$ cat src/pkg/ntp_pkg.sv
package ntp_pkg;

  // ------------------------------------------------------------
  // Timestamp layout
  // ------------------------------------------------------------
  localparam int STAMP_W = 64;
  localparam int SEC_W = 32;
  localparam int FRAC_W = 32;
  localparam int SEC_LSB = 32;
  localparam int FRAC_LSB = 0;
  localparam int CNT_W = 8;

  // ------------------------------------------------------------
  // Reset values and codes
  // ------------------------------------------------------------
  localparam logic [63:0] STAMP_RST = 64'h0000_0000_0000_0000;
  localparam logic [63:0] STAMP_INVALID = 64'h0000_0000_0000_0000;
  localparam logic [63:0] STAMP_MAX = 64'hFFFF_FFFF_FFFF_FFFF;
  localparam logic [7:0] CNT_RST = 8'h00;
  localparam logic [1:0] LEAP_NONE = 2'h0;
  localparam logic [1:0] LEAP_ADD = 2'h1;
  localparam logic [1:0] LEAP_DEL = 2'h2;
  localparam logic [1:0] LEAP_ALARM = 2'h3;

  // ------------------------------------------------------------
  // Timing
  // ------------------------------------------------------------
  localparam longint CLK_PERIOD_PS = 64'h0000_0000_0000_1388;
  localparam longint PS_PER_SEC = 64'h0000_00E8_D4A5_1000;
  // Fraction step per 5 ns cycle, one LSB is 2^-32 s (about 233 ps)
  localparam logic [31:0] INC_DEFAULT =
    32'((CLK_PERIOD_PS << 32) / PS_PER_SEC);

  // Field bits are numbered from the left: bit 0 is the top bit
  function automatic int msb0(input int field_w, input int n);
    return field_w - 1 - n;
  endfunction

  // Unsigned value halved so a signed operator never sees the top bit set
  function automatic logic signed [64:0] half_u(input logic [63:0] v);
    return $signed({2'b00, v[63:1]});
  endfunction

endpackage

$ cat src/pkg/time_if.sv
`timescale 1ns/10ps
interface time_if;
  logic [63:0] now;
  logic now_valid;
  logic set;
  modport src(output now, output now_valid, output set);
  modport dst(input now, input now_valid, input set);
endinterface

$ cat src/rtl/time_counter.sv
`timescale 1ns/10ps
module time_counter (
  input wire logic clk,
  input wire logic rst,
  input wire logic load_en,
  input wire logic [63:0] load_time,
  input wire logic [31:0] inc_frac,
  time_if.src tm
);

  typedef struct packed {
    logic [31:0] sec;
    logic [31:0] frac;
    logic set;
  } cnt_s;

  cnt_s cur_ff;
  cnt_s nxt_cur;
  logic [32:0] frac_sum;

  // ------------------------------------------------------------
  // Next state
  // ------------------------------------------------------------
  always_comb begin
    nxt_cur = cur_ff;
    frac_sum = {1'b0, cur_ff.frac} + {1'b0, inc_frac};
    if (load_en) begin
      nxt_cur.sec = load_time[ntp_pkg::SEC_LSB +: ntp_pkg::SEC_W];
      nxt_cur.frac = load_time[ntp_pkg::FRAC_LSB +: ntp_pkg::FRAC_W];
      nxt_cur.set = 1'b1;
    end else if (cur_ff.set) begin
      // Carry into seconds; seconds roll over freely past 2^32
      nxt_cur.frac = frac_sum[31:0];
      nxt_cur.sec = cur_ff.sec + {31'h0000_0000, frac_sum[32]};
    end
  end

  always_ff @(posedge clk or posedge rst) begin
    if (rst) begin
      cur_ff <= '{sec: ntp_pkg::STAMP_RST[63:32], frac: ntp_pkg::STAMP_RST[31:0],
                  set: 1'b0};
    end else begin
      cur_ff <= nxt_cur;
    end
  end

  // Unsigned seconds since 1900 start, zero means no valid time
  assign tm.now = {cur_ff.sec, cur_ff.frac};
  assign tm.now_valid = cur_ff.set && (tm.now != ntp_pkg::STAMP_INVALID);
  assign tm.set = cur_ff.set;

endmodule

$ cat src/rtl/stamp_latch.sv
`timescale 1ns/10ps
module stamp_latch (
  input wire logic clk,
  input wire logic rst,
  input wire logic evt,
  time_if.dst tm,
  output logic [63:0] stamp,
  output logic stamp_valid,
  output logic [7:0] cap_count
);

  typedef struct packed {
    logic [63:0] stamp;
    logic [7:0] count;
  } lat_s;

  lat_s lat_ff;
  lat_s nxt_lat;

  // ------------------------------------------------------------
  // Capture
  // ------------------------------------------------------------
  always_comb begin
    nxt_lat = lat_ff;
    if (evt) begin
      // Every event takes a fresh copy, retries included
      nxt_lat.stamp = tm.now_valid ? tm.now : ntp_pkg::STAMP_INVALID;
      nxt_lat.count = lat_ff.count + 8'h01;
    end
  end

  always_ff @(posedge clk or posedge rst) begin
    if (rst) begin
      lat_ff <= '{stamp: ntp_pkg::STAMP_RST, count: ntp_pkg::CNT_RST};
    end else begin
      lat_ff <= nxt_lat;
    end
  end

  assign stamp = lat_ff.stamp;
  assign stamp_valid = (lat_ff.stamp != ntp_pkg::STAMP_INVALID);
  assign cap_count = lat_ff.count;

endmodule

$ cat src/rtl/ntp_timestamp_capture.sv
`timescale 1ns/10ps
module ntp_timestamp_capture (
  input wire logic clk,
  input wire logic rst,
  input wire logic load_en,
  input wire logic [63:0] load_time,
  input wire logic [31:0] inc_frac,
  input wire logic [1:0] leap_in,
  input wire logic arrive_evt,
  input wire logic depart_evt,
  output logic [63:0] now_time,
  output logic now_valid,
  output logic era_bit,
  output logic [1:0] leap_out,
  output logic [63:0] rx_stamp,
  output logic rx_valid,
  output logic [63:0] tx_stamp,
  output logic tx_valid,
  output logic [7:0] depart_count,
  output logic signed [64:0] rx_tx_delta,
  output logic delta_valid
);

  // ------------------------------------------------------------
  // Types and state
  // ------------------------------------------------------------
  typedef struct packed {
    logic [1:0] leap;
    logic signed [64:0] delta;
    logic delta_ok;
    logic era;
  } top_s;

  top_s top_ff;
  top_s nxt_top;

  time_if tm ();

  logic [63:0] rx_q;
  logic [63:0] tx_q;
  logic rx_ok;
  logic tx_ok;
  logic [7:0] rx_cnt;
  logic [7:0] tx_cnt;

  // ------------------------------------------------------------
  // Time counter and capture registers
  // ------------------------------------------------------------
  time_counter u_counter (
    .clk(clk),
    .rst(rst),
    .load_en(load_en),
    .load_time(load_time),
    .inc_frac(inc_frac),
    .tm(tm.src)
  );

  stamp_latch u_rx_latch (
    .clk(clk),
    .rst(rst),
    .evt(arrive_evt),
    .tm(tm.dst),
    .stamp(rx_q),
    .stamp_valid(rx_ok),
    .cap_count(rx_cnt)
  );

  // Departure path: the sender pulses once per attempt on the wire
  stamp_latch u_tx_latch (
    .clk(clk),
    .rst(rst),
    .evt(depart_evt),
    .tm(tm.dst),
    .stamp(tx_q),
    .stamp_valid(tx_ok),
    .cap_count(tx_cnt)
  );

  // ------------------------------------------------------------
  // Leap code, era bit and stamp difference
  // ------------------------------------------------------------
  always_comb begin
    nxt_top = top_ff;
    // Until time is loaded the clock is unsynchronised
    if (tm.set) begin
      nxt_top.leap = leap_in;
    end else begin
      nxt_top.leap = ntp_pkg::LEAP_ALARM;
    end
    // Top seconds bit, i.e. bit 0 of the integer field
    nxt_top.era = tm.now[ntp_pkg::SEC_LSB + ntp_pkg::msb0(ntp_pkg::SEC_W, 0)];
    // Both stamps halved first so the signed subtract cannot misread bit 0
    nxt_top.delta = ntp_pkg::half_u(rx_q) - ntp_pkg::half_u(tx_q);
    nxt_top.delta_ok = rx_ok && tx_ok;
  end

  always_ff @(posedge clk or posedge rst) begin
    if (rst) begin
      top_ff <= '{leap: ntp_pkg::LEAP_ALARM, delta: 65'sh0_0000_0000_0000_0000,
                  delta_ok: 1'b0, era: 1'b0};
    end else begin
      top_ff <= nxt_top;
    end
  end

  // ------------------------------------------------------------
  // Outputs
  // ------------------------------------------------------------
  assign now_time = tm.now;
  assign now_valid = tm.now_valid;
  assign era_bit = top_ff.era;
  assign leap_out = top_ff.leap;
  assign rx_stamp = rx_q;
  assign rx_valid = rx_ok;
  assign tx_stamp = tx_q;
  assign tx_valid = tx_ok;
  assign depart_count = tx_cnt;
  assign rx_tx_delta = top_ff.delta;
  assign delta_valid = top_ff.delta_ok;

  // ------------------------------------------------------------
  // Checks
  // ------------------------------------------------------------
  a_rx_capture: assert property (
    @(posedge clk) disable iff (rst)
    arrive_evt |=> (rx_stamp == $past(now_time)) && (rx_valid == $past(now_valid))
  ) else $error("arrival stamp does not hold the counter of the event cycle");

  a_tx_recapture: assert property (
    @(posedge clk) disable iff (rst)
    depart_evt |=> (tx_stamp == $past(now_time)) && (depart_count == $past(tx_cnt) + 8'h01)
  ) else $error("departure stamp not refreshed on a retry");

  a_unset_zero: assert property (
    @(posedge clk) disable iff (rst)
    !tm.set |-> (now_time == ntp_pkg::STAMP_INVALID) && !now_valid
  ) else $error("counter moved or read valid before time was loaded");

  a_zero_invalid: assert property (
    @(posedge clk) disable iff (rst)
    (arrive_evt && !now_valid) |=> (rx_stamp == ntp_pkg::STAMP_INVALID) && !rx_valid
  ) else $error("arrival without valid time gave a nonzero stamp");

  a_wrap_invalid: assert property (
    @(posedge clk) disable iff (rst)
    (tm.set && (now_time == ntp_pkg::STAMP_INVALID)) |-> !now_valid
  ) else $error("zero time at wrap reported as valid");

  a_wrap_modulo: assert property (
    @(posedge clk) disable iff (rst)
    (tm.set && !load_en && now_time == ntp_pkg::STAMP_MAX && inc_frac != 32'h0000_0000)
      |=> now_time == {32'h0000_0000, $past(inc_frac) - 32'h0000_0001}
  ) else $error("counter saturated instead of wrapping");

  a_frac_carry: assert property (
    @(posedge clk) disable iff (rst)
    (tm.set && !load_en && ({1'b0, now_time[31:0]} + {1'b0, inc_frac}) > 33'h0_FFFF_FFFF)
      |=> now_time[63:32] == $past(now_time[63:32]) + 32'h0000_0001
  ) else $error("fraction overflow did not carry into seconds");

  a_load_time: assert property (
    @(posedge clk) disable iff (rst)
    load_en |=> (now_time[63:32] == $past(load_time[63:32])) &&
                (now_time[31:0] == $past(load_time[31:0])) ##1 tm.set
  ) else $error("loaded time not placed as seconds over fraction");

  a_leap_alarm: assert property (
    @(posedge clk) disable iff (rst)
    !tm.set |=> leap_out == ntp_pkg::LEAP_ALARM
  ) else $error("unsynchronised clock did not raise the alarm leap code");

  a_leap_pass: assert property (
    @(posedge clk) disable iff (rst)
    tm.set |=> leap_out == $past(leap_in)
  ) else $error("leap code not passed on");

  a_delta_sign: assert property (
    @(posedge clk) disable iff (rst)
    ($past(rx_stamp) >= $past(tx_stamp)) |-> !rx_tx_delta[64]
  ) else $error("unsigned stamps gave a negative difference");

  // ------------------------------------------------------------
  // Holding, counting, capture, era, leap and difference checks
  // ------------------------------------------------------------
  a_rx_count: assert property (
    @(posedge clk) disable iff (rst)
    arrive_evt |=> rx_cnt == $past(rx_cnt) + 8'h01
  ) else $error("arrival count did not step on an event");

  a_rx_count_hold: assert property (
    @(posedge clk) disable iff (rst)
    !arrive_evt |=> rx_cnt == $past(rx_cnt)
  ) else $error("arrival count moved without an event");

  // A stamp stands until the next event of its own kind
  a_rx_hold: assert property (
    @(posedge clk) disable iff (rst)
    !arrive_evt |=> rx_stamp == $past(rx_stamp)
  ) else $error("arrival stamp changed without an event");

  a_tx_hold: assert property (
    @(posedge clk) disable iff (rst)
    !depart_evt |=> (tx_stamp == $past(tx_stamp)) &&
                    (depart_count == $past(depart_count))
  ) else $error("departure stamp or count changed without an event");

  a_tx_valid: assert property (
    @(posedge clk) disable iff (rst)
    depart_evt |=> tx_valid == $past(now_valid)
  ) else $error("departure valid does not follow the counter valid");

  a_tx_invalid: assert property (
    @(posedge clk) disable iff (rst)
    (depart_evt && !now_valid) |=> (tx_stamp == ntp_pkg::STAMP_INVALID) && !tx_valid
  ) else $error("departure without valid time gave a nonzero stamp");

  a_both_equal: assert property (
    @(posedge clk) disable iff (rst)
    (arrive_evt && depart_evt) |=> rx_stamp == tx_stamp
  ) else $error("coinciding events captured different stamps");

  // Full 64-bit step: seconds pass all ones and restart, never stick
  a_count_step: assert property (
    @(posedge clk) disable iff (rst)
    (tm.set && !load_en)
      |=> now_time == $past(now_time) + {32'h0000_0000, $past(inc_frac)}
  ) else $error("counter did not advance by the increment");

  // The counter stays at zero until time is first loaded
  a_unset_hold: assert property (
    @(posedge clk) disable iff (rst)
    (!tm.set && !load_en) |=> now_time == ntp_pkg::STAMP_INVALID
  ) else $error("counter ran before time was loaded");

  a_set_sticky: assert property (
    @(posedge clk) disable iff (rst)
    tm.set |=> tm.set
  ) else $error("clock lost its set state without a reset");

  a_load_sets: assert property (
    @(posedge clk) disable iff (rst)
    load_en |=> tm.set &&
                (now_valid == ($past(load_time) != ntp_pkg::STAMP_INVALID))
  ) else $error("load did not set the clock or gave a wrong valid");

  a_frac_nocarry: assert property (
    @(posedge clk) disable iff (rst)
    (tm.set && !load_en && ({1'b0, now_time[31:0]} + {1'b0, inc_frac}) <= 33'h0_FFFF_FFFF)
      |=> now_time[63:32] == $past(now_time[63:32])
  ) else $error("seconds moved without a fraction overflow");

  // Era bit lags the counter by one cycle, so it is compared against the past
  a_era_track: assert property (
    @(posedge clk) disable iff (rst)
    1'b1 |=> era_bit == $past(now_time[63])
  ) else $error("era bit does not follow the top seconds bit");

  a_leap_unset: assert property (
    @(posedge clk) disable iff (rst)
    !tm.set |-> leap_out == ntp_pkg::LEAP_ALARM
  ) else $error("leap code left alarm while the clock is unset");

  a_delta_ok: assert property (
    @(posedge clk) disable iff (rst)
    1'b1 |=> delta_valid == ($past(rx_valid) && $past(tx_valid))
  ) else $error("difference valid does not follow both stamps");

  // Halved operands leave headroom, so the sign bit of the difference is exact
  a_delta_neg: assert property (
    @(posedge clk) disable iff (rst)
    ($past(rx_stamp[63:1]) < $past(tx_stamp[63:1])) |-> rx_tx_delta[64]
  ) else $error("earlier arrival gave a non-negative difference");

  a_delta_equal: assert property (
    @(posedge clk) disable iff (rst)
    ($past(rx_stamp) == $past(tx_stamp)) |-> rx_tx_delta == '0
  ) else $error("equal stamps gave a nonzero difference");

  // The single all-zero step at the wrap captures as invalid, like no time
  a_wrap_capture: assert property (
    @(posedge clk) disable iff (rst)
    (arrive_evt && tm.set && (now_time == ntp_pkg::STAMP_INVALID)) |=> !rx_valid
  ) else $error("arrival at the wrap instant read as valid");

endmodule

$ cat config.mk
export PLATFORM = sky130hd
export DESIGN_NAME = ntp_timestamp_capture
export DESIGN_NICKNAME = d
export VERILOG_FILES = /design/src/pkg/ntp_pkg.sv /design/src/pkg/time_if.sv /design/src/rtl/time_counter.sv /design/src/rtl/stamp_latch.sv /design/src/rtl/ntp_timestamp_capture.sv
export SDC_FILE = /design/constraint.sdc
export NUM_CORES = 1
export LEC_CHECK = 0
export BUFFER_PORTS_ARGS = -buffer_cell sky130_fd_sc_hd__buf_2
export CAP_MARGIN = 40
export CORE_UTILIZATION = 52
export CTS_BUF_LIST = sky130_fd_sc_hd__clkbuf_2 sky130_fd_sc_hd__clkbuf_4 sky130_fd_sc_hd__clkbuf_8
export CTS_CLUSTER_DIAMETER = 60
export DETAILED_ROUTE_END_ITERATION = 10
export GPL_ROUTABILITY_DRIVEN = 0
export PLACE_DENSITY = 0.79
export SYNTH_ARGS = -nofsm -noshare
export SYNTH_HDL_FRONTEND = slang
export SYNTH_HIERARCHICAL = 1
export SYNTH_SLANG_ARGS = --single-unit
$ cat constraint.sdc
create_clock -name clk -period 4 [get_ports clk]
set_input_delay 0.8 -clock clk [delete_from_list [all_inputs] [get_ports clk]]
set_output_delay 0.8 -clock clk [all_outputs]
set_load 0.02 [all_outputs]
# ---- Yosys cells after proc, flatten, opt, wreduce, memory -nomap -nowiden
# Index checks and enable logic that the tools add are counted.
dict set report totals {
  ff_bits 269
  elab_cells 24
}
dict set report op_classes {
  add_sub_neg 4
  n_mux 4
  n_reduce_logical 6
}
# cell count
set ops {}
lappend ops {{64-bit 2-to-1 mux} 3}
lappend ops {{64-bit nonzero test} 3}
lappend ops {{63-bit by 63-bit subtractor with 64-bit output} 1}
lappend ops {{32-bit by 32-bit adder with 33-bit output} 1}
lappend ops {{32-bit by 1-bit adder with 32-bit output} 1}
lappend ops {{8-bit by 1-bit adder with 8-bit output (second input constant)} 1}
lappend ops {{1-bit logical AND} 2}
lappend ops {{2-bit 2-to-1 mux} 1}
lappend ops {{2-bit nonzero test} 1}

# ---- Longest topological paths before layout
# Gate-level depths: netlist of the first run.
dict set report logic_depth {
  word_depth 4
  depth_mapped 18
}

# ---- Hierarchy
# The synthesis of the first run kept the hierarchy.
# module instances cells_per_inst area_each_um2
set modules_own_cells {}
lappend modules_own_cells {ntp_timestamp_capture 1 742 6142.1}
lappend modules_own_cells {stamp_latch 2 320 2950.3}
lappend modules_own_cells {time_counter 1 583 5042.3}

# ---- Worst setup path before layout of the first run
# Ideal clock, no wire load.
dict set report synth_timing {
  kind {input-to-reg}
  from {in inc_frac[3]}
  to {reg u_counter.cur_ff, in the netlist u_counter/tm.now[54]}
  setup_time_ps 83
  arrival_time_ps 4052
  path_slack_ps -135
  stages 17
  path_buffers 0
  path_cell_list {ha_1 and3_1 a221o_1 nand3_1 o2111ai_2 o21ai_2 o41ai_2 a221o_1 ha_1 ha_1 nand3_1 nor3_1 inv_1 nor3_1 nand4_1 xor2_1 o21ai_0}
}
dict set report synth_between {
  elab_chain_cells 4
}
# element line
set synth_lines {}
lappend synth_lines {{from (decl)} ntp_timestamp_capture.sv:7} ;# input wire logic [31:0] inc_frac,
lappend synth_lines {{32-bit by 32-bit adder with 33-bit output} time_counter.sv:26} ;# frac_sum = {1'b0, cur_ff.frac} + {1'b0, inc_frac};
lappend synth_lines {{32-bit by 1-bit adder with 32-bit output} time_counter.sv:34} ;# nxt_cur.sec = cur_ff.sec + {31'h0000_0000, frac_sum[32]};
lappend synth_lines {{64-bit 2-to-1 mux} time_counter.sv:31} ;# end else if (cur_ff.set) begin
lappend synth_lines {{64-bit 2-to-1 mux} time_counter.sv:27} ;# if (load_en) begin
lappend synth_lines {{to (signal assigned)} time_counter.sv:40} ;# cur_ff <= '{sec: ntp_pkg::STAMP_RST[63:32], frac: ntp_pkg::STAMP_RST[31:0],
lappend synth_lines {{to (signal assigned)} time_counter.sv:43} ;# cur_ff <= nxt_cur;
lappend synth_lines {{to (decl)} time_counter.sv:17} ;# cnt_s cur_ff;
# Every way passes these cells. The select of a mux whose other input is x is not followed.
# A chain may end at the register's enable or synchronous reset.

# ---- Final worst setup path of the first run
dict set report layout_timing {
  from {reg u_counter.cur_ff, in the netlist u_counter/tm.now[0]}
  to {reg u_counter.cur_ff, in the netlist u_counter/tm.now[54]}
}
dict set report layout_between {
  elab_chain_cells 4
}
# element line
set layout_lines {}
lappend layout_lines {{32-bit by 32-bit adder with 33-bit output} time_counter.sv:26}
lappend layout_lines {{32-bit by 1-bit adder with 32-bit output} time_counter.sv:34}
lappend layout_lines {{64-bit 2-to-1 mux} time_counter.sv:31}
lappend layout_lines {{64-bit 2-to-1 mux} time_counter.sv:27}
# Every way passes these cells. The select of a mux whose other input is x is not followed.

==> PnR_summary.wiki, run 1 <==
{| class="wikitable"
! Metric !! Value
|-
| Wire length of the first global-routing pass || approximately 90000 µm
|-
| Number of ports placed on the die boundary || 375
|-
| Accumulated negative setup slack || 0 ns
|-
| Worst reg-to-reg path cell count || 18
|-
| Post-detailed-route via-to-cell ratio || 6.062
|-
| Multi-input gate area || 8766 µm²
|-
| Critical Path Source Type || flip-flop
|-
| Filler Cells Inserted || 2588
|-
| Count of max-cap constraint violations || 0
|-
| Required time of the critical path || 4.41 ns
|-
| CTS H-tree lvls || 2
|-
| Number of nets in the synthesized netlist || 2143
|-
| Standby leakage power || approximately 10 nW
|-
| Remaining routing DRC violations || 0
|-
| Antenna violations before repair || 0
|-
| Synth warn || 6
|-
| Area growth syn-to-layout || 21.00%
|-
| Clock slew seen by the registers of the worst setup and hold paths || 0.06 ns
|-
| Site Rows || 65
|-
| Cells traversed along the worst timing path || ha_1, fa_1, a21o_1, a221o_1, nand3_1, o2111ai_2, o21ai_2, o41ai_2, a221o_1, ha_1, ha_1, nand3_1, nor3_2, inv_1, nor3_2, nand4_1, xor2_1, o21ai_0
|-
| Sw Pwr || 0.007562 W
|-
| Peak supply drop || 456.8 µV
|-
| Crit-path max cell delay || 0.42 ns
|-
| Unrepaired setup endpoints after global routing || false
|-
| Chip width || around 180 µm
|-
| Average detailed-routed wire length per instance || approximately 21 µm
|-
| Total of endpoints with negative setup slack in the final report || 0
|-
| Endpoint class of the critical path || flip-flop
|-
| Critical path type || reg -> reg
|-
| Die Footprint || 32940 µm²
|-
| Relative slew slack || a little over two fifths
|-
| Global-route usage over all layers || 35.29%
|-
| Crit share post-route || 96.30%
|-
| Internal power || approximately 0.0084 W
|-
| Maximum number of pins on one net before global-route repair || between 70 and 80
|-
| Violation count after the first detailed-route iteration || 2253
|-
| Met1 wire length || 22850 µm
|-
| Max Clk Rate || between 0.2 and 0.3 GHz
|-
| Number of sinks on the clock net || 269
|-
| Amount of wire on met2 after detailed routing || 25450 µm
|-
| Via count || about 17000
|-
| Arrival time at the worst endpoint || 4.26 ns
|-
| Final wirelength || 58630 µm
|-
| Clock tree from TritonCTS || done
|-
| Root buffer cell || clkbuf_8
|-
| Ant diodes || 0
|-
| Wire length on met3 || 6375 µm
|-
| Starting density of the core || 52.96%
|-
| Die outline height || 181.5 µm
|-
| CP most frequent cell || ha_1
|-
| Hold/Removal Path Class || in -> async
|-
| Clk pwr share || 16.7%
|-
| Hpwl dp || 44790 µm
|-
| Hold slack || 0.2139 ns
|-
| Power share of the combinational group || 55.2%
|-
| Worst slew pin tran || 0.8697 ns
|-
| Antenna violation net count after detailed routing || 0
|-
| Switch share || 47.26%
|-
| Count of pins over their slew limit || 0
|-
| Register share of total power || ~28%
|-
| Instance count of the mapped netlist || 1939
|-
| FF/Latch Area || around 6700 µm²
|-
| Via count of the first global-routing pass || roughly 16000
|-
| PD cells || 789.3 nW/µm²
|-
| Final Critical Period || 3.852 ns
|-
| Number of nets at the end of the flow || between 2000 and 3000
|-
| Number of buffers between clock root and the deepest sink || 3
|-
| Total CTS buffers || 46
|-
| Setup clock skew after layout || between 0.02 and 0.03 ns
|-
| Clock network latency to the later pin of the worst-skew pair || 0.57 ns
|-
| Average footprint of a synthesized cell || 8.640 µm²
|-
| Pre-CTS setup slack || -0.2583 ns
|-
| Max Used Layer || met4
|-
| Largest fanout of any net on the critical path || 3
|-
| Crit-path slowest cell || dfrtp_1
|-
| Placeable Area || 31640 µm²
|-
| Fraction of layout instances using a drive strength above 1 || about a quarter
|-
| Post-layout worst setup margin || 0.1480 ns
|-
| Mapped Area || 16750 µm²
|-
| Final number of hold-violating endpoints || 0
|-
| Result of the run || finished clean
|-
| Detailed-routing iteration count for the pre-antenna-repair pass || 6
|-
| Leftover overflow at the end of global routing || 0
|-
| Number of buffer cells added on primary ports || around 370
|}
area by class of cell:
type,count,area share (%)
Clock inverter,4,0.3456
Sequential cell,269,33.22
Multi-Input combinational cell,1360,43.24
Clock buffer,72,4.518
Timing Repair Buffer,449,12.02
Tap cell,402,2.481
Inverter,225,4.166
power by group through the flow:
stage	registers (W)	clock network [W]	logic, W
2_1_floorplan	0.00537	0	0.00473
3_3_place_gp	0.00447	0	0.00837
3_5_place_dp	0.00450	0	0.00857
4_1_cts	0.00446	0.00269	0.00863
5_1_grt	0.00457	0.00284	0.00950
6_report	0.00449	0.00267	0.00884
sequential cells by signal, summed over array words and instances, names as in the netlist:
name                  count
u_tx_latch/cap_count      8
leap_out                  2
u_rx_latch/stamp         64
u_tx_latch/stamp         64
rx_tx_delta              64
u_counter/tm.set          1
u_counter/tm.now         64
era_bit                   1
delta_valid               1
routing by layer:
metal	vias up	global-route usage [%]
met5	-	0
met1	7853	47.59
met4	0	21.93
met2	1220	52.82
li1	7557	-
met3	229	6.278
critical path: cells and delay by family (launching register included):
family,cells,cell delay [ns]
simple gates,5,0.44
flops,1,0.42
compound gates,7,1.52
xor+xnor,1,0.18
buf+inv,1,0.07
fa+ha+maj,4,1.05
final timing paths:
path                                                        to  slack [ns]                           startpoint
max                           u_counter/tm.now[54]$_DFFE_PP0P_        0.15      u_counter/tm.now[0]$_DFFE_PP0P_
min                            u_rx_latch/stamp[5]$_DFFE_PP0P_        0.21                                  rst
max reg2reg                   u_counter/tm.now[54]$_DFFE_PP0P_        0.15      u_counter/tm.now[0]$_DFFE_PP0P_
min reg2reg                u_tx_latch/cap_count[7]$_DFFE_PP0P_        0.52  u_tx_latch/cap_count[7]$_DFFE_PP0P_
max in group asynchronous                    era_bit$_DFF_PP0_        2.64                                  rst
min in group clk                         leap_out[0]$_DFF_PP1_        0.42                           leap_in[0]
repair_timing:
item	4_1_cts	5_1_grt
endpoints found under the setup margin	0	7
setup buffers	0	0
gates resized for setup	0	1
hold buffers	0	0
cells in the final DEF (no fill, tap or decap), types with 6 or more instances in the layout:
cell type,instances
and4_1,6
nor2b_1,6
nor3_1,21
a211oi_1,6
xor2_1,59
nand2_1,280
a21oi_1,120
clkbuf_8,60
ha_1,99
clkbuf_4,12
buf_2,373
nor2_1,64
nor4_1,52
o21a_1,10
inv_1,221
mux2i_1,23
a21o_1,32
o21ai_1,19
a211o_1,6
nand2b_1,10
nand3_1,32
o211ai_1,6
buf_4,76
xnor2_1,63
dfrtp_1,266
nor3b_1,10
o31ai_1,7
a221o_1,12
nand4_1,48
a31oi_1,6
and2_1,7
o21bai_1,19
o21ai_0,215
and3_1,20
stage by stage:
stage               instances  utilization, %  cell area, µm²  total power, W
global placement         2705           60.95           19280         0.01283
detailed placement       2705           60.95           19280         0.01307
floorplan                1939               -           16760         0.01010
finish                   2781           64.08           20270         0.01600
CTS                      2781           64.06           20270         0.01579
global route             2781           64.08           20270         0.01691
Power figures use the tool's default switching activity.
==> inputs of run 2 (changes only) <==
RECOVER_POWER = 100   (was not set)
==> run 2 against run 1 <==
Against the previous run:
- the flow now finishes with violations (max-capacitance violations, max-slew violations)
- critical endpoint is now u_counter/tm.now[38]$_DFFE_PP0P_
- setup slack improved by 0.025 ns
- critical path type unchanged
- total power shrank 2.5%
- sequential share of layout area grew 0.98 points
- maximum frequency up 0.64%
==> PnR_summary.wiki, run 2 (same netlist as run 1, synthesis figures left out) <==
{| class="wikitable"
! Metric !! Value
|-
| Hold/Removal Path Class || in -> async (unchanged)
|-
| Crit-path slowest cell || dfrtp_1 (unchanged)
|-
| Fraction of layout instances using a drive strength above 1 || 11.69% (was 24.72%)
|-
| CTS H-tree lvls || 2 (unchanged)
|-
| Unrepaired setup endpoints after global routing || false (unchanged)
|-
| Crit Reg-Reg Startpoint || u_counter/tm.now[0]$_DFFE_PP0P_ (unchanged)
|-
| Starting density of the core || 52.96% (unchanged)
|-
| Count of max-cap constraint violations || 4 (was 0)
|-
| Count of pins over their slew limit || 176 (was 0)
|-
| PD cells || 791.9 nW/µm² (was 789.3 nW/µm²)
|-
| Hold slack || 0.2910 ns (was 0.2139 ns)
|-
| Critical path type || reg -> reg (unchanged)
|-
| Remaining routing DRC violations || 0 (unchanged)
|-
| Post-detailed-route via-to-cell ratio || 6.029 (was 6.062)
|-
| Number of sinks on the clock net || 269 (unchanged)
|-
| Number of buffers between clock root and the deepest sink || 3 (unchanged)
|-
| Critical Path Source Type || flip-flop (unchanged)
|-
| Ant diodes || 0 (unchanged)
|-
| Filler Cells Inserted || 2756 (was 2588)
|-
| Die outline height || 181.5 µm (unchanged)
|-
| Most frequent standard cell in the layout excluding fill and tap cells || clkbuf_1 (was buf_2)
|-
| Violation count after the first detailed-route iteration || 2359 (was 2253)
|-
| Met3 Use GR || 6.278% (unchanged)
|-
| Crit-path max cell delay || 0.42 ns (about the same)
|-
| Final Critical Period || 3.827 ns (was 3.852 ns)
|-
| Arrival time at the worst endpoint || 4.24 ns (was 4.26 ns)
|-
| Cells traversed along the worst timing path || ha_1, fa_1, a21o_1, a221o_1, nand3_1, o2111ai_2, o21ai_2, o41ai_2, a221o_1, ha_1, ha_1, clkbuf_1, and3_1, nand4_1, xor2_1, o21ai_0 (was ha_1, fa_1, a21o_1, a221o_1, nand3_1, o2111ai_2, o21ai_2, o41ai_2, a221o_1, ha_1, ha_1, nand3_1, nor3_2, inv_1, nor3_2, nand4_1, xor2_1, o21ai_0)
|-
| Site Rows || 65 (unchanged)
|-
| Average detailed-routed wire length per instance || 21.11 µm (was 21.08 µm)
|-
| Root buffer cell || clkbuf_8 (unchanged)
|-
| Number of buffer cells added on primary ports || 374 (unchanged)
|-
| Final number of hold-violating endpoints || 0 (unchanged)
|-
| Crit share post-route || 95.69% (was 96.30%)
|-
| Required time of the critical path || 4.41 ns (about the same)
|-
| Number of nets at the end of the flow || 2555 (unchanged)
|-
| Largest fanout of any net on the critical path || 3 (unchanged)
|-
| Clock network latency to the later pin of the worst-skew pair || 0.57 ns (about the same)
|-
| Crit path launch || u_counter/tm.now[0]$_DFFE_PP0P_ (unchanged)
|-
| Commonest cells after routing, fill and taps aside || 283 x clkbuf_1, 280 x nand2_1, 266 x dfrtp_1 (was 373 x buf_2, 280 x nand2_1, 266 x dfrtp_1)
|-
| Total CTS buffers || 46 (unchanged)
|-
| Maximum number of pins on one net before global-route repair || 71 (unchanged)
|-
| Die Footprint || 32940 µm² (unchanged)
|-
| Placeable Area || 31640 µm² (unchanged)
|-
| Fraction of met1 tracks used by global routing || 47.59% (unchanged)
|-
| Max Clk Rate || 0.2613 GHz (was 0.2596 GHz)
|-
| Standby leakage power || 9.206 nW (was 10.12 nW)
|-
| Post-layout worst setup margin || 0.1725 ns (was 0.1480 ns)
|-
| Antenna violations before repair || 0 (unchanged)
|-
| Result of the run || finished with violations (was finished clean)
|-
| Clock slew seen by the registers of the worst setup and hold paths || 0.06 ns (about the same)
|-
| CP most frequent cell || ha_1 (unchanged)
|-
| Wire length of the first global-routing pass || 90400 µm (unchanged)
|-
| Number of ports placed on the die boundary || 375 (unchanged)
|-
| Global-route layer with the greatest usage || met2 (unchanged)
|-
| Endpoint class of the critical path || flip-flop (unchanged)
|-
| Total of endpoints with negative setup slack in the final report || 0 (unchanged)
|-
| Via count || 16766 (was 16859)
|-
| Worst slew pin tran || 2.883 ns (was 0.8697 ns)
|-
| Pre-CTS setup slack || -0.2583 ns (unchanged)
|-
| Via count of the first global-routing pass || 15997 (unchanged)
|-
| Chip width || 181.5 µm (unchanged)
|-
| Setup clock skew after layout || 0.02804 ns (was 0.02992 ns)
|-
| Met2 track demand over resource || 52.82% (unchanged)
|-
| Hpwl dp || 44790 µm (unchanged)
|-
| Antenna violation net count after detailed routing || 0 (unchanged)
|-
| Clock tree from TritonCTS || done (unchanged)
|-
| Final wirelength || 58700 µm (was 58630 µm)
|-
| Global-route usage over all layers || 35.29% (unchanged)
|-
| Post-CTS Hold Fix Bufs || 0 (unchanged)
|-
| Violated checks || max-capacitance violations, max-slew violations
|-
| Peak supply drop || 440.6 µV (was 456.8 µV)
|-
| Detailed-routing iteration count for the pre-antenna-repair pass || 6 (unchanged)
|-
| Area growth syn-to-layout || 17.55% (was 21.00%)
|-
| Relative slew slack || -92.17% (was 41.80%)
|-
| Leftover overflow at the end of global routing || 0 (unchanged)
|}
==> run 2: changes by cell type in the layout (fill, tap and decap cells not counted), sizes merged <==
cell,previous run,this run
buf,449,160
clkbuf,72,361
==> run 2: area by class of cell <==
| class | instances | area (µm²) | share of cell area [%] |
|---|---|---|---|
| Tap cell | 402 | 503.0 | 2.554 |
| Timing Repair Buffer | 449 | 2026 | 10.29 |
| Multi-Input combinational cell | 1360 | 8600 | 43.67 |
| Sequential cell | 269 | 6735 | 34.20 |
| Clock buffer | 72 | 915.9 | 4.651 |
| Inverter | 225 | 844.6 | 4.288 |
| Clock inverter | 4 | 70.07 | 0.3558 |
==> run 2: where the power goes <==
group / internal, W / total (W) / leakage, nW / switching [W]
Clock: 0.00157 / 0.00267 / 0.523 / 0.00111
Combinational: 0.00293 / 0.00840 / 5.43 / 0.00547
Sequential: 0.00361 / 0.00452 / 3.25 / 0.000916
==> run 2: through the flow <==
step | setup TNS (ns) | utilization [%] | total power [W] | instance area (µm²) | std cells
final | 0 | 62.25 | 0.01560 | 19690 | 2781
after global routing | 0 | 62.25 | 0.01649 | 19690 | 2781
after CTS | 0 | 64.06 | 0.01579 | 20270 | 2781
after detailed placement | -3.346 | 60.95 | 0.01307 | 19280 | 2705
after global placement | -1.611 | 60.95 | 0.01283 | 19280 | 2705
after floorplan | 0 | - | 0.01010 | 16760 | 1939
==> run 2: worst max-delay path: cells and delay by family (launching register included) <==
| family | cells | cell delay [ns] |
|---|---|---|
| flops | 1 | 0.42 |
| simple gates | 3 | 0.41 |
| compound gates | 7 | 1.51 |
| buf+inv | 1 | 0.14 |
| xor+xnor | 1 | 0.16 |
| fa+ha+maj | 4 | 1.05 |
==> run 2: worst paths after layout <==
path | slack (ns) | to | cells after the start
worst max-delay path | 0.17 | u_counter/tm.now[38]$_DFFE_PP0P_ | 16
worst min-delay path | 0.29 | u_rx_latch/stamp[9]$_DFFE_PP0P_ | 2
worst max register to register | 0.17 | u_counter/tm.now[38]$_DFFE_PP0P_ | 16
worst min register to register | 0.52 | u_tx_latch/cap_count[7]$_DFFE_PP0P_ | 1
max in group asynchronous | 0.62 | u_counter/tm.set$_DFFE_PP0P_ | 3
min in group clk | 0.42 | leap_out[0]$_DFF_PP1_ | 2
==> run 2: repair_timing <==
item | 4_1_cts | 5_1_grt
setup buffers | 0 | 0
resized for setup | 0 | 1
setup endpoints to repair | 0 | 7
==> run 2: metal layers <==
layer  wire length [µm]  share of wire, %  vias to the layer above
li1                   -                 -                     7540
met1              22820                39                     7801
met2              25460                43                     1187
met3               6413                11                      238
met4               4012               6.8                        0
met5                  0                 0                        -
